**config.mk**
```make
export PLATFORM = sky130hd
export DESIGN_NAME = cec_device_flat
export DESIGN_NICKNAME = d
export VERILOG_FILES = /design/src/cec_pkg.sv /design/src/cec_if.sv /design/src/cec_device.sv /design/src/flat_wrapper.sv
export SDC_FILE = /design/constraint.sdc
export NUM_CORES = 1
export LEC_CHECK = 0
export BUFFER_PORTS_ARGS = -buffer_cell sky130_fd_sc_hd__clkbuf_2
export CORE_ASPECT_RATIO = 1.1
export CORE_MARGIN = 3
export CORE_UTILIZATION = 45
export CTS_CLUSTER_SIZE = 30
export DETAILED_ROUTE_END_ITERATION = 12
export GPL_TIMING_DRIVEN = 0
export MAX_ROUTING_LAYER = met4
export PLACE_DENSITY = 0.61
export SKIP_LAST_GASP = 1
export SLEW_MARGIN = 5
export SYNTH_ARGS = -nofsm -noshare
export SYNTH_HDL_FRONTEND = slang
export SYNTH_SLANG_ARGS = --single-unit
```
**constraint.sdc**
```tcl
create_clock -name clk_in -period 1.65 [get_ports clk_in]
set_clock_uncertainty 0.05 [all_clocks]
set_input_delay 0.165 -clock clk_in [delete_from_list [all_inputs] [get_ports clk_in]]
set_output_delay 0.165 -clock clk_in [all_outputs]
set_load 0.1 [all_outputs]
```
**src/cec_pkg.sv**
```systemverilog
// Shared constants for the configuration-memory error checker and its controller
`default_nettype none
package cec_pkg;
	localparam int SYN_W = 16;
	localparam int MSG_W = 46;
	localparam int TYPE_W = 4;
	localparam int LOC_W = 26;
	localparam int INJ_W = 21;
	localparam int INJ_TGT_W = 19;
	// Report layout: type, location, syndrome
	localparam int MSG_SYN_LO = 0;
	localparam int MSG_LOC_LO = 16;
	localparam int MSG_TYPE_LO = 42;
	localparam int INJ_TYPE_LO = 19;
	localparam logic [TYPE_W-1:0] ETYPE_SINGLE = 4'h1;
	localparam logic [TYPE_W-1:0] ETYPE_DADJ = 4'h2;
	// Check-clock divider and flag gap
	localparam int CHK_DIV = 2;
	localparam logic [1:0] CHK_DIV_LAST = 2'h1;
	localparam logic [5:0] GAP_CHK_CYCLES = 6'h20;
	typedef enum logic [1:0] {
		INSTR_NONE                     = 2'b00,
		INSTR_read_error_message_instr = 2'b01,
		INSTR_load_fault_injection_instr = 2'b10
	} cec_instr_t;
	typedef enum logic [1:0] {
		INJ_NONE   = 2'b00,
		INJ_SINGLE = 2'b01,
		INJ_DADJ   = 2'b10
	} cec_inj_t;
	// Controller register byte offsets
	localparam logic [7:0] OFS_CTRL = 8'h00;
	localparam logic [7:0] OFS_INJ = 8'h04;
	localparam logic [7:0] OFS_JMSG_LO = 8'h08;
	localparam logic [7:0] OFS_JMSG_HI = 8'h0C;
	localparam logic [7:0] OFS_CMSG_LO = 8'h10;
	localparam logic [7:0] OFS_CMSG_HI = 8'h14;
	localparam logic [7:0] OFS_IRQ_STAT = 8'h18;
	localparam logic [7:0] OFS_IRQ_MASK = 8'h1C;
	localparam int CTRL_JREAD = 0;
	localparam int CTRL_CREAD = 1;
	localparam int CTRL_INJECT = 2;
	localparam int IRQ_FLAG = 0;
	localparam int IRQ_DONE = 1;
	localparam logic [1:0] HTRANS_NONSEQ = 2'b10;
endpackage
`default_nettype wire

```
**src/cec_if.sv**
```systemverilog
// Link between the error checker and its controller
`default_nettype none
interface cec_if;
	logic [1:0] instr;
	logic       jcap;
	logic       jshift;
	logic       jupd;
	logic       tdi;
	logic       tdo;
	logic       ccap;
	logic       cshift;
	logic       csdo;
	logic       upset_flag;
	modport dev_mp (input instr, jcap, jshift, jupd, tdi, ccap, cshift, output tdo, csdo, upset_flag);
	modport host_mp (output instr, jcap, jshift, jupd, tdi, ccap, cshift, input tdo, csdo, upset_flag);
endinterface
`default_nettype wire

```
**src/cec_device.sv**
```systemverilog
// Error checker register set: syndrome, report, copies, shifters, fault injection
`default_nettype none
module cec_device
	import cec_pkg::*;
(
	input  wire logic                 clk_in,
	input  wire logic                 rst_in,
	cec_if.dev_mp                     lnk,
	input  wire logic                 frame_done_in,
	input  wire logic [SYN_W-1:0]     syndrome_in,
	input  wire logic                 search_done_in,
	input  wire logic [TYPE_W-1:0]    err_type_in,
	input  wire logic [LOC_W-1:0]     err_loc_in,
	output logic                      chk_en_out,
	output logic [SYN_W-1:0]          syndrome_out,
	output logic [1:0]                inj_mode_out,
	output logic [INJ_TGT_W-1:0]      inj_target_out
);
	logic [1:0]         div_r;
	logic               chk_en_r;
	logic [SYN_W-1:0]   syndrome_r;
	logic               posted_r;
	logic [5:0]         gap_r;
	logic               flag_r;
	logic [MSG_W-1:0]   report_r;
	logic               report_valid_r;
	logic [MSG_W-1:0]   test_copy_r;
	logic [MSG_W-1:0]   core_copy_r;
	logic               test_pend_r;
	logic               core_pend_r;
	logic [MSG_W-1:0]   test_sh_r;
	logic [MSG_W-1:0]   core_sh_r;
	logic [INJ_W-1:0]   active_inj_r;
	logic [1:0]         inj_mode_r;

	wire frame_ev = frame_done_in & chk_en_r;
	wire search_ev = search_done_in & chk_en_r;
	wire syn_nz = |syndrome_r;
	wire report_we = search_ev & syn_nz;
	wire is_read = lnk.instr == INSTR_read_error_message_instr;
	wire is_inj = lnk.instr == INSTR_load_fault_injection_instr;
	wire test_cap = lnk.jcap & is_read;
	wire test_shift = lnk.jshift & (is_read | is_inj);
	wire inj_update = lnk.jupd & is_inj;
	wire test_want = report_valid_r | test_pend_r;
	wire core_want = report_valid_r | core_pend_r;
	wire test_load = test_want & ~test_cap;
	wire core_load = core_want & ~lnk.ccap;
	// location kept only for located types
	wire loc_known = (err_type_in == ETYPE_SINGLE) | (err_type_in == ETYPE_DADJ);
	wire [LOC_W-1:0] loc_masked = loc_known ? err_loc_in : {LOC_W{1'b0}};
	wire [MSG_W-1:0] report_nxt = {err_type_in, loc_masked, syndrome_r};
	// injection bits enter low 21-bit section
	wire [MSG_W-1:0] test_sh_nxt = is_inj ? {test_sh_r[MSG_W-1:INJ_W], lnk.tdi, test_sh_r[INJ_W-1:1]}
		: {lnk.tdi, test_sh_r[MSG_W-1:1]};
	wire [1:0] inj_type = active_inj_r[INJ_W-1:INJ_TYPE_LO];
	// illegal 11 decodes as no injection
	wire [1:0] inj_mode_nxt = (inj_type == INJ_SINGLE) ? INJ_SINGLE
		: (inj_type == INJ_DADJ) ? INJ_DADJ : INJ_NONE;
	// flag follows syndrome, gated by post and gap
	wire flag_nxt = syn_nz & posted_r & (gap_r == 6'h00);

	// Check-clock enable from divider
	always_ff @(posedge clk_in) begin
		if (rst_in) begin
			div_r <= 2'h0;
			chk_en_r <= 1'b0;
		end else if (div_r == CHK_DIV_LAST) begin
			div_r <= 2'h0;
			chk_en_r <= 1'b1;
		end else begin
			div_r <= div_r + 2'h1;
			chk_en_r <= 1'b0;
		end
	end

	always_ff @(posedge clk_in) begin
		if (rst_in) begin
			syndrome_r <= {SYN_W{1'b0}};
		end else if (frame_ev) begin
			syndrome_r <= syndrome_in;
		end
	end

	// flag gap counted in check cycles
	always_ff @(posedge clk_in) begin
		if (rst_in) begin
			posted_r <= 1'b0;
			gap_r <= 6'h00;
		end else begin
			if (frame_ev) begin
				posted_r <= 1'b0;
			end else if (report_we) begin
				posted_r <= 1'b1;
			end
			if (frame_ev & flag_r) begin
				gap_r <= GAP_CHK_CYCLES;
			end else if (chk_en_r & (gap_r != 6'h00)) begin
				gap_r <= gap_r - 6'h01;
			end
		end
	end

	always_ff @(posedge clk_in) begin
		if (rst_in) begin
			flag_r <= 1'b0;
		end else begin
			flag_r <= flag_nxt;
		end
	end

	// no write while syndrome is zero
	always_ff @(posedge clk_in) begin
		if (rst_in) begin
			report_r <= {MSG_W{1'b0}};
			report_valid_r <= 1'b0;
		end else begin
			report_valid_r <= report_we;
			if (report_we) begin
				report_r <= report_nxt;
			end
		end
	end

	// test copy one cycle after report valid
	// core copy one cycle after report valid
	always_ff @(posedge clk_in) begin
		if (rst_in) begin
			test_copy_r <= {MSG_W{1'b0}};
			core_copy_r <= {MSG_W{1'b0}};
			test_pend_r <= 1'b0;
			core_pend_r <= 1'b0;
		end else begin
			test_pend_r <= test_want & test_cap;
			core_pend_r <= core_want & lnk.ccap;
			if (test_load) begin
				test_copy_r <= report_r;
			end
			if (core_load) begin
				core_copy_r <= report_r;
			end
		end
	end

	// two read paths for the report
	// test shifter captures then shifts out
	always_ff @(posedge clk_in) begin
		if (rst_in) begin
			test_sh_r <= {MSG_W{1'b0}};
		end else if (test_cap) begin
			test_sh_r <= test_copy_r;
		end else if (test_shift) begin
			test_sh_r <= test_sh_nxt;
		end
	end

	// core shifter reached only by core side
	always_ff @(posedge clk_in) begin
		if (rst_in) begin
			core_sh_r <= {MSG_W{1'b0}};
		end else if (lnk.ccap) begin
			core_sh_r <= core_copy_r;
		end else if (lnk.cshift) begin
			core_sh_r <= {1'b0, core_sh_r[MSG_W-1:1]};
		end
	end

	// update moves full setup to active register
	always_ff @(posedge clk_in) begin
		if (rst_in) begin
			active_inj_r <= {INJ_W{1'b0}};
			inj_mode_r <= INJ_NONE;
		end else begin
			if (inj_update) begin
				active_inj_r <= test_sh_r[INJ_W-1:0];
			end
			inj_mode_r <= inj_mode_nxt;
		end
	end

	assign lnk.tdo = test_sh_r[0];
	assign lnk.csdo = core_sh_r[0];
	assign lnk.upset_flag = flag_r;
	assign chk_en_out = chk_en_r;
	assign syndrome_out = syndrome_r;
	assign inj_mode_out = inj_mode_r;
	assign inj_target_out = active_inj_r[INJ_TGT_W-1:0];
endmodule
`default_nettype wire

```
**src/flat_wrapper.sv**
```systemverilog
// flat-port wrapper written by rule: the top's interface ports become plain ports
module cec_device_flat import cec_pkg::*;
  (clk_in, rst_in, frame_done_in, syndrome_in, search_done_in, err_type_in, err_loc_in, chk_en_out, syndrome_out, inj_mode_out, inj_target_out, lnk_instr, lnk_jcap, lnk_jshift, lnk_jupd, lnk_tdi, lnk_ccap, lnk_cshift, lnk_tdo, lnk_csdo, lnk_upset_flag);
  cec_if lnk_i ();
  input  wire logic clk_in;
  input  wire logic rst_in;
  input  wire logic frame_done_in;
  input  wire logic [SYN_W-1:0] syndrome_in;
  input  wire logic search_done_in;
  input  wire logic [TYPE_W-1:0] err_type_in;
  input  wire logic [LOC_W-1:0] err_loc_in;
  output logic chk_en_out;
  output logic [SYN_W-1:0] syndrome_out;
  output logic [1:0] inj_mode_out;
  output logic [INJ_TGT_W-1:0] inj_target_out;
  input wire logic [$bits(lnk_i.instr)-1:0] lnk_instr;
  input wire logic [$bits(lnk_i.jcap)-1:0] lnk_jcap;
  input wire logic [$bits(lnk_i.jshift)-1:0] lnk_jshift;
  input wire logic [$bits(lnk_i.jupd)-1:0] lnk_jupd;
  input wire logic [$bits(lnk_i.tdi)-1:0] lnk_tdi;
  input wire logic [$bits(lnk_i.ccap)-1:0] lnk_ccap;
  input wire logic [$bits(lnk_i.cshift)-1:0] lnk_cshift;
  output wire logic [$bits(lnk_i.tdo)-1:0] lnk_tdo;
  output wire logic [$bits(lnk_i.csdo)-1:0] lnk_csdo;
  output wire logic [$bits(lnk_i.upset_flag)-1:0] lnk_upset_flag;
  assign lnk_i.instr = lnk_instr;
  assign lnk_i.jcap = lnk_jcap;
  assign lnk_i.jshift = lnk_jshift;
  assign lnk_i.jupd = lnk_jupd;
  assign lnk_i.tdi = lnk_tdi;
  assign lnk_i.ccap = lnk_ccap;
  assign lnk_i.cshift = lnk_cshift;
  assign lnk_tdo = lnk_i.tdo;
  assign lnk_csdo = lnk_i.csdo;
  assign lnk_upset_flag = lnk_i.upset_flag;
  cec_device u_core (.clk_in(clk_in), .rst_in(rst_in), .lnk(lnk_i), .frame_done_in(frame_done_in), .syndrome_in(syndrome_in), .search_done_in(search_done_in), .err_type_in(err_type_in), .err_loc_in(err_loc_in), .chk_en_out(chk_en_out), .syndrome_out(syndrome_out), .inj_mode_out(inj_mode_out), .inj_target_out(inj_target_out));
endmodule
```
==> impl_metrics.ini, run 1 <==
[cells_and_area]
layout_commonest_cell = nand2_1
mostFrequentLayoutCells = nand2_1 (366), dfxtp_1 (266), a21oi_1 (191)
final-instance-count-excl-fill = 1852
fin_util = 0.570
syn2layout_area_growth_pct = 24.0
n_antenna_cell = 0
nets = 1589
drive_gt1_frac = 0.162

[sta]
rsz0062_at_grt = true
fin_crit_sh = 0.994
drv_slew = 0
slew_headroom = 0.481
tightest_slew_ns = 0.778
worst_slack_ns = 0.0105
max_freq_mhz = 610
finalSetupViolCount = 0
hold_violations = 0
fin_crit_ns = 1.64

[setup_path]
cp-start-kind = register
rrSetupSlack_ns = 0.01
worstPathMaxFanout = 8
worstSetupPathType = reg2reg
rr_endpoint = u_core.report_r[7]
worst_r2r_startpoint = u_core.syndrome_out[10]
reg2reg_depth = 6
cp-end-kind = register
cp_data_required_time_ns = 2.06
arrival_ns = 2.05

[logic_synthesis]
synth_compound_area_frac = 0.144
ys.warnings.count = 0
synth-seq-area-share = 0.518
synth_ff_type = dfxtp_1
muxShareOfSynthArea = 0.0439
synth_top_family_by_area = simple AND/OR/NAND/NOR gates
synth_nets = 1408
synth-adder-area-share = 0.00572
syn_avg_cell_area_um2 = 8.13
synth-simple-area-share = 0.231
synthCells = 1345
synth-async-reset-ratio = 0
synthXorXnorAreaFrac = 0.00320
synth-edff-count = 0
ys_types = 40
ys_ff_latch = 283
synth_area_um2 = 10900

[clocking]
cts-root-buf = clkbuf_16
numCtsBuffers = 28
insertion_delay_ns = 0.53
cts_tree = yes
cts_htree_levels = 1
clk_pin_slew_worst_paths_ns = 0.06
cts_sinks = 283
clock_path_buffers = 3

[hold_path]
hold_path_end = u_core.test_sh_r[20]
hp-start = lnk_jcap
min_path_type = in2reg
hold_depth = 4

[die]
die_y_um = 169
initial_core_util = 0.460
dieWidth_um = 155
io_pins = 99
die_area_um2 = 26200
core_um2 = 23800
rows = 59

[job]
maxCapViolations = 0

[run_status]
outcome = finished, final reports clean

[place]
dp.cells = 1745
dp_hpwl_um = 20100
io_buffers = 95
globalplace.congestion = 0.826
dp_slack_ns = -0.478

[detailed_routing]
wl_per_cell_um = 15.4
postRouteAntennaNets = 0
dr.pass1.iters = 5
drtIter0Drc = 585
drc = 0
wirelength_um = 28600
vias_per_cell = 5.12
via_count = 9485

[pwr]
max-vdd-ir-drop_mv = 0.727
leakage_nw = 5.22
p_seq_frac = 0.482
p_comb_frac = 0.078
internal_power_mw = 11.1
p_total_mw = 14.6
power.switching_mw = 3.46
switching_share = 0.237
powerDensity_nw_per_um2 = 1080
clockPowerShare = 0.439

[grt]
antenna_found_initial = 0
grt_pass1_wl_um = 45700
grt_overflow = 0
grt_pass1_vias = 8933
grt_max_degree = 14
grt_usage = 0.216
## routing by layer
layer	vias up	GRT usage	part of all wire
li1	4843	-	-
met1	4389	0.306	0.49
met2	219	0.333	0.45
met3	34	0.0273	0.048
met4	0	0.0449	0.015
met5	-	-	0
## power groups by stage
stage               Clock, mW  Combinational [mW]  Sequential (mW)
floorplan                   0               0.598             7.28
global placement            0               0.998             7.17
detailed placement          0                1.00             7.17
CTS                      6.48                1.12             7.03
global route             6.79                1.24             7.04
finish                   6.41                1.14             7.03
## stage by stage
stage / hold WS [ns] / TNS [ns] / instance area, um2
finish: 0.0581 / 0 / 13600
global route: 0.0781 / -0.824 / 13600
CTS: 0.0237 / 0 / 13400
detailed placement: 0.328 / -47.08 / 11900
global placement: 0.329 / -43.80 / 11900
floorplan: 0.238 / 0 / 11000
## sequential cells by signal, summed over array words and instances, names as in the netlist, 2 cells and up
signal and count:
u_core.active_inj_r 21, u_core.core_copy_r 46, u_core.core_sh_r 46, u_core.div_r 2, u_core.gap_r 6, u_core.inj_mode_out 2, u_core.report_r 46, u_core.syndrome_out 16
u_core.test_copy_r 46, u_core.test_sh_r 46
## worst max-delay path by stage
| stage | startpoint | end |
|---|---|---|
| final | u_core.syndrome_out[10] | u_core.report_r[7] |
| after CTS | u_core.active_inj_r[18] | inj_target_out[18] |
| after global routing | u_core.syndrome_out[10] | u_core.report_r[36] |
| after detailed placement | lnk_instr[1] | u_core.test_copy_r[16] |
| after floorplan | u_core.syndrome_out[14] | u_core.report_r[14] |
| after global placement | lnk_instr[1] | u_core.test_copy_r[19] |
## synth_stat cells (5+ instances only)
master	number	area share
nand2_1	374	0.13
dfxtp_1	283	0.52
a21oi_1	198	0.091
nor2_1	147	0.050
clkbuf_1	60	0.021
mux2i_1	48	0.044
nand3_1	26	0.012
nand3b_1	26	0.018
a211oi_1	25	0.017
o22ai_1	25	0.014
buf_2	21	0.0096
buf_4	21	0.014
a311oi_1	20	0.016
buf_1	16	0.0055
ha_1	5	0.0057
inv_1	5	0.0017
nor3_1	5	0.0023
## critical path, stage by stage (launching register included)
cell and delay (ns):
dfxtp_4 0.36, nor4_4 0.39, a41o_1 0.26, buf_6 0.16
clkbuf_16 0.17, nand2_4 0.05, a21oi_2 0.12
## cell type report
cell class	instances	area, um2
buffer	119	623
clock buffer	47	883
clock inverter	4	46.3
fill	2248	10200
inverter	6	22.5
multi-input combinational	936	4820
sequential	283	5730
tap	305	382
timing repair buffer	152	1050
## repair_timing
action,CTS,global route
buffers inserted,4,1
hold endpoints to repair,48,0
hold buffers,51,0
cloned,0,1
pin swaps,3,15
endpoints found under the setup margin,129,128
gates resized for setup,26,63
## kinds of logic (layout without fill, tap and decap cells)
kind of cell | after synthesis | count (layout)
xor gates and xnor gates | 4 | 4
adders and majority gates | 5 | 5
DFF | 283 | 283
buffers and inverters | 126 | 328
and+or+nand+nor | 603 | 603
muxes | 48 | 48
AOI/OAI and AO/OA | 276 | 276
No activity file was read; power rests on OpenSTA's default activity.
==> inputs of run 2 (changes only) <==
Settings changed: RECOVER_POWER from default to 50.
==> run 2 against run 1 <==
- register-to-register slack about the same
- final cell count unchanged
- critical path type unchanged
- cell area about the same
- largest cell class unchanged
==> impl_metrics.ini, run 2 (synthesis gave the netlist of run 1 again) <==
[run_status]
outcome = finished, final reports clean

[setup_path]
arrival_ns = 2.05
cp-end-kind = register
cp_data_required_time_ns = 2.06
worst_r2r_startpoint = u_core.syndrome_out[10]
worstPathMaxFanout = 8
worstSetupPathType = reg2reg
startpoint = u_core.syndrome_out[10]
cp-start-kind = register

[grt]
grt_pass1_wl_um = 45700
grt_usage = 0.216
grt_max_degree = 14
grt_pass1_vias = 8933
antenna_found_initial = 0
grt_overflow = 0

[sta]
finalSetupViolCount = 0
fin_crit_sh = 0.995
fin_crit_ns = 1.64
hold_violations = 0
worst_slack_ns = 0.00746
hold_ws_ns = 0.0661
tightest_slew_ns = 0.842
rsz0062_at_grt = true
max_freq_mhz = 609
drv_slew = 0
finalSetupTns_ns = 0
slew_headroom = 0.439

[detailed_routing]
vias_per_cell = 5.12
drtIter0Drc = 613
wirelength_um = 28600
postRouteAntennaNets = 0
wl_per_cell_um = 15.5
via_count = 9482
dr.pass1.iters = 5
drc = 0

[cells_and_area]
mostFrequentLayoutCells = nand2_1 (366), dfxtp_1 (266), a21oi_1 (191)
drive_gt1_frac = 0.160
multi_input_area_um2 = 4820
syn2layout_area_growth_pct = 23.9
register_area_um2 = 5730
fill_cells = 2250
final-instance-count-excl-fill = 1852
layout_commonest_cell = nand2_1
nets = 1589
n_antenna_cell = 0

[clocking]
numCtsBuffers = 28
cts_tree = yes
clock_path_buffers = 3
cts-root-buf = clkbuf_16
clk_pin_slew_worst_paths_ns = 0.06
insertion_delay_ns = 0.53
cts_htree_levels = 1
cts_sinks = 283

[place]
dp_slack_ns = -0.478
dp_hpwl_um = 20100
globalplace.congestion = 0.826
dp.cells = 1745
io_buffers = 95

[die]
dieWidth_um = 155
die_area_um2 = 26200
die_y_um = 169
initial_core_util = 0.460
core_um2 = 23800
rows = 59
io_pins = 99

[hold_path]
min_path_type = in2reg
hp-start = lnk_jcap

[pwr]
p_total_mw = 14.6
leakage_nw = 5.22
powerDensity_nw_per_um2 = 1080
max-vdd-ir-drop_mv = 0.729

[job]
maxCapViolations = 0
## run 2: critical path, cell delays in order (launching register included)
cell       delay, ns
dfxtp_4         0.36
nor4_4          0.39
a41o_1          0.26
buf_6           0.16
clkbuf_16       0.17
nand2_4         0.05
a21oi_2         0.12
## run 2: path summary, 6_finish.rpt
| check | slack, ns | to | cells past startpoint |
|---|---|---|---|
| min reg2reg | 0.38 | u_core.div_r[0] | 1 |
| max reg2reg | 0.007 | u_core.report_r[7] | 6 |
| min | 0.07 | u_core.test_sh_r[20] | 4 |
| max | 0.007 | u_core.report_r[7] | 6 |
## run 2: metal layers
metal / global-route usage / vias up / wire (um)
met5: - / - / 0
met4: 0.0449 / 0 / 429
met3: 0.0273 / 30 / 1180
met2: 0.333 / 205 / 12800
met1: 0.306 / 4407 / 14200
li1: - / 4840 / -
## run 2: where the power goes
| part | switching (mW) | internal [mW] |
|---|---|---|
| clock network | 2.62 | 3.78 |
| registers | 0.0919 | 6.94 |
| logic | 0.742 | 0.402 |
## run 2: per-stage QoR
| stage | area [um2] | utilization |
|---|---|---|
| global route | 13600 | 0.570 |
| detailed placement | 11900 | 0.499 |
| global placement | 11900 | 0.499 |
| floorplan | 11000 | - |
| CTS | 13400 | 0.564 |
| finish | 13600 | 0.570 |
## run 2: timing repair
action / in CTS / in global routing
gates cloned: 0 / 1
buffers inserted: 4 / 1
hold endpoints to repair: 48 / 0
pin swaps: 3 / 15
resized for setup: 26 / 63
endpoints found under the setup margin: 129 / 128
hold buffers: 51 / 0
## run 2: area by class of cell
cell class / count / share of cell area
sequential: 283 / 0.423
multi-input combinational: 936 / 0.355
timing repair buffer: 152 / 0.0775
clock buffer: 47 / 0.0652
buffer: 119 / 0.0460
tap: 305 / 0.0282
clock inverter: 4 / 0.00342
inverter: 6 / 0.00166
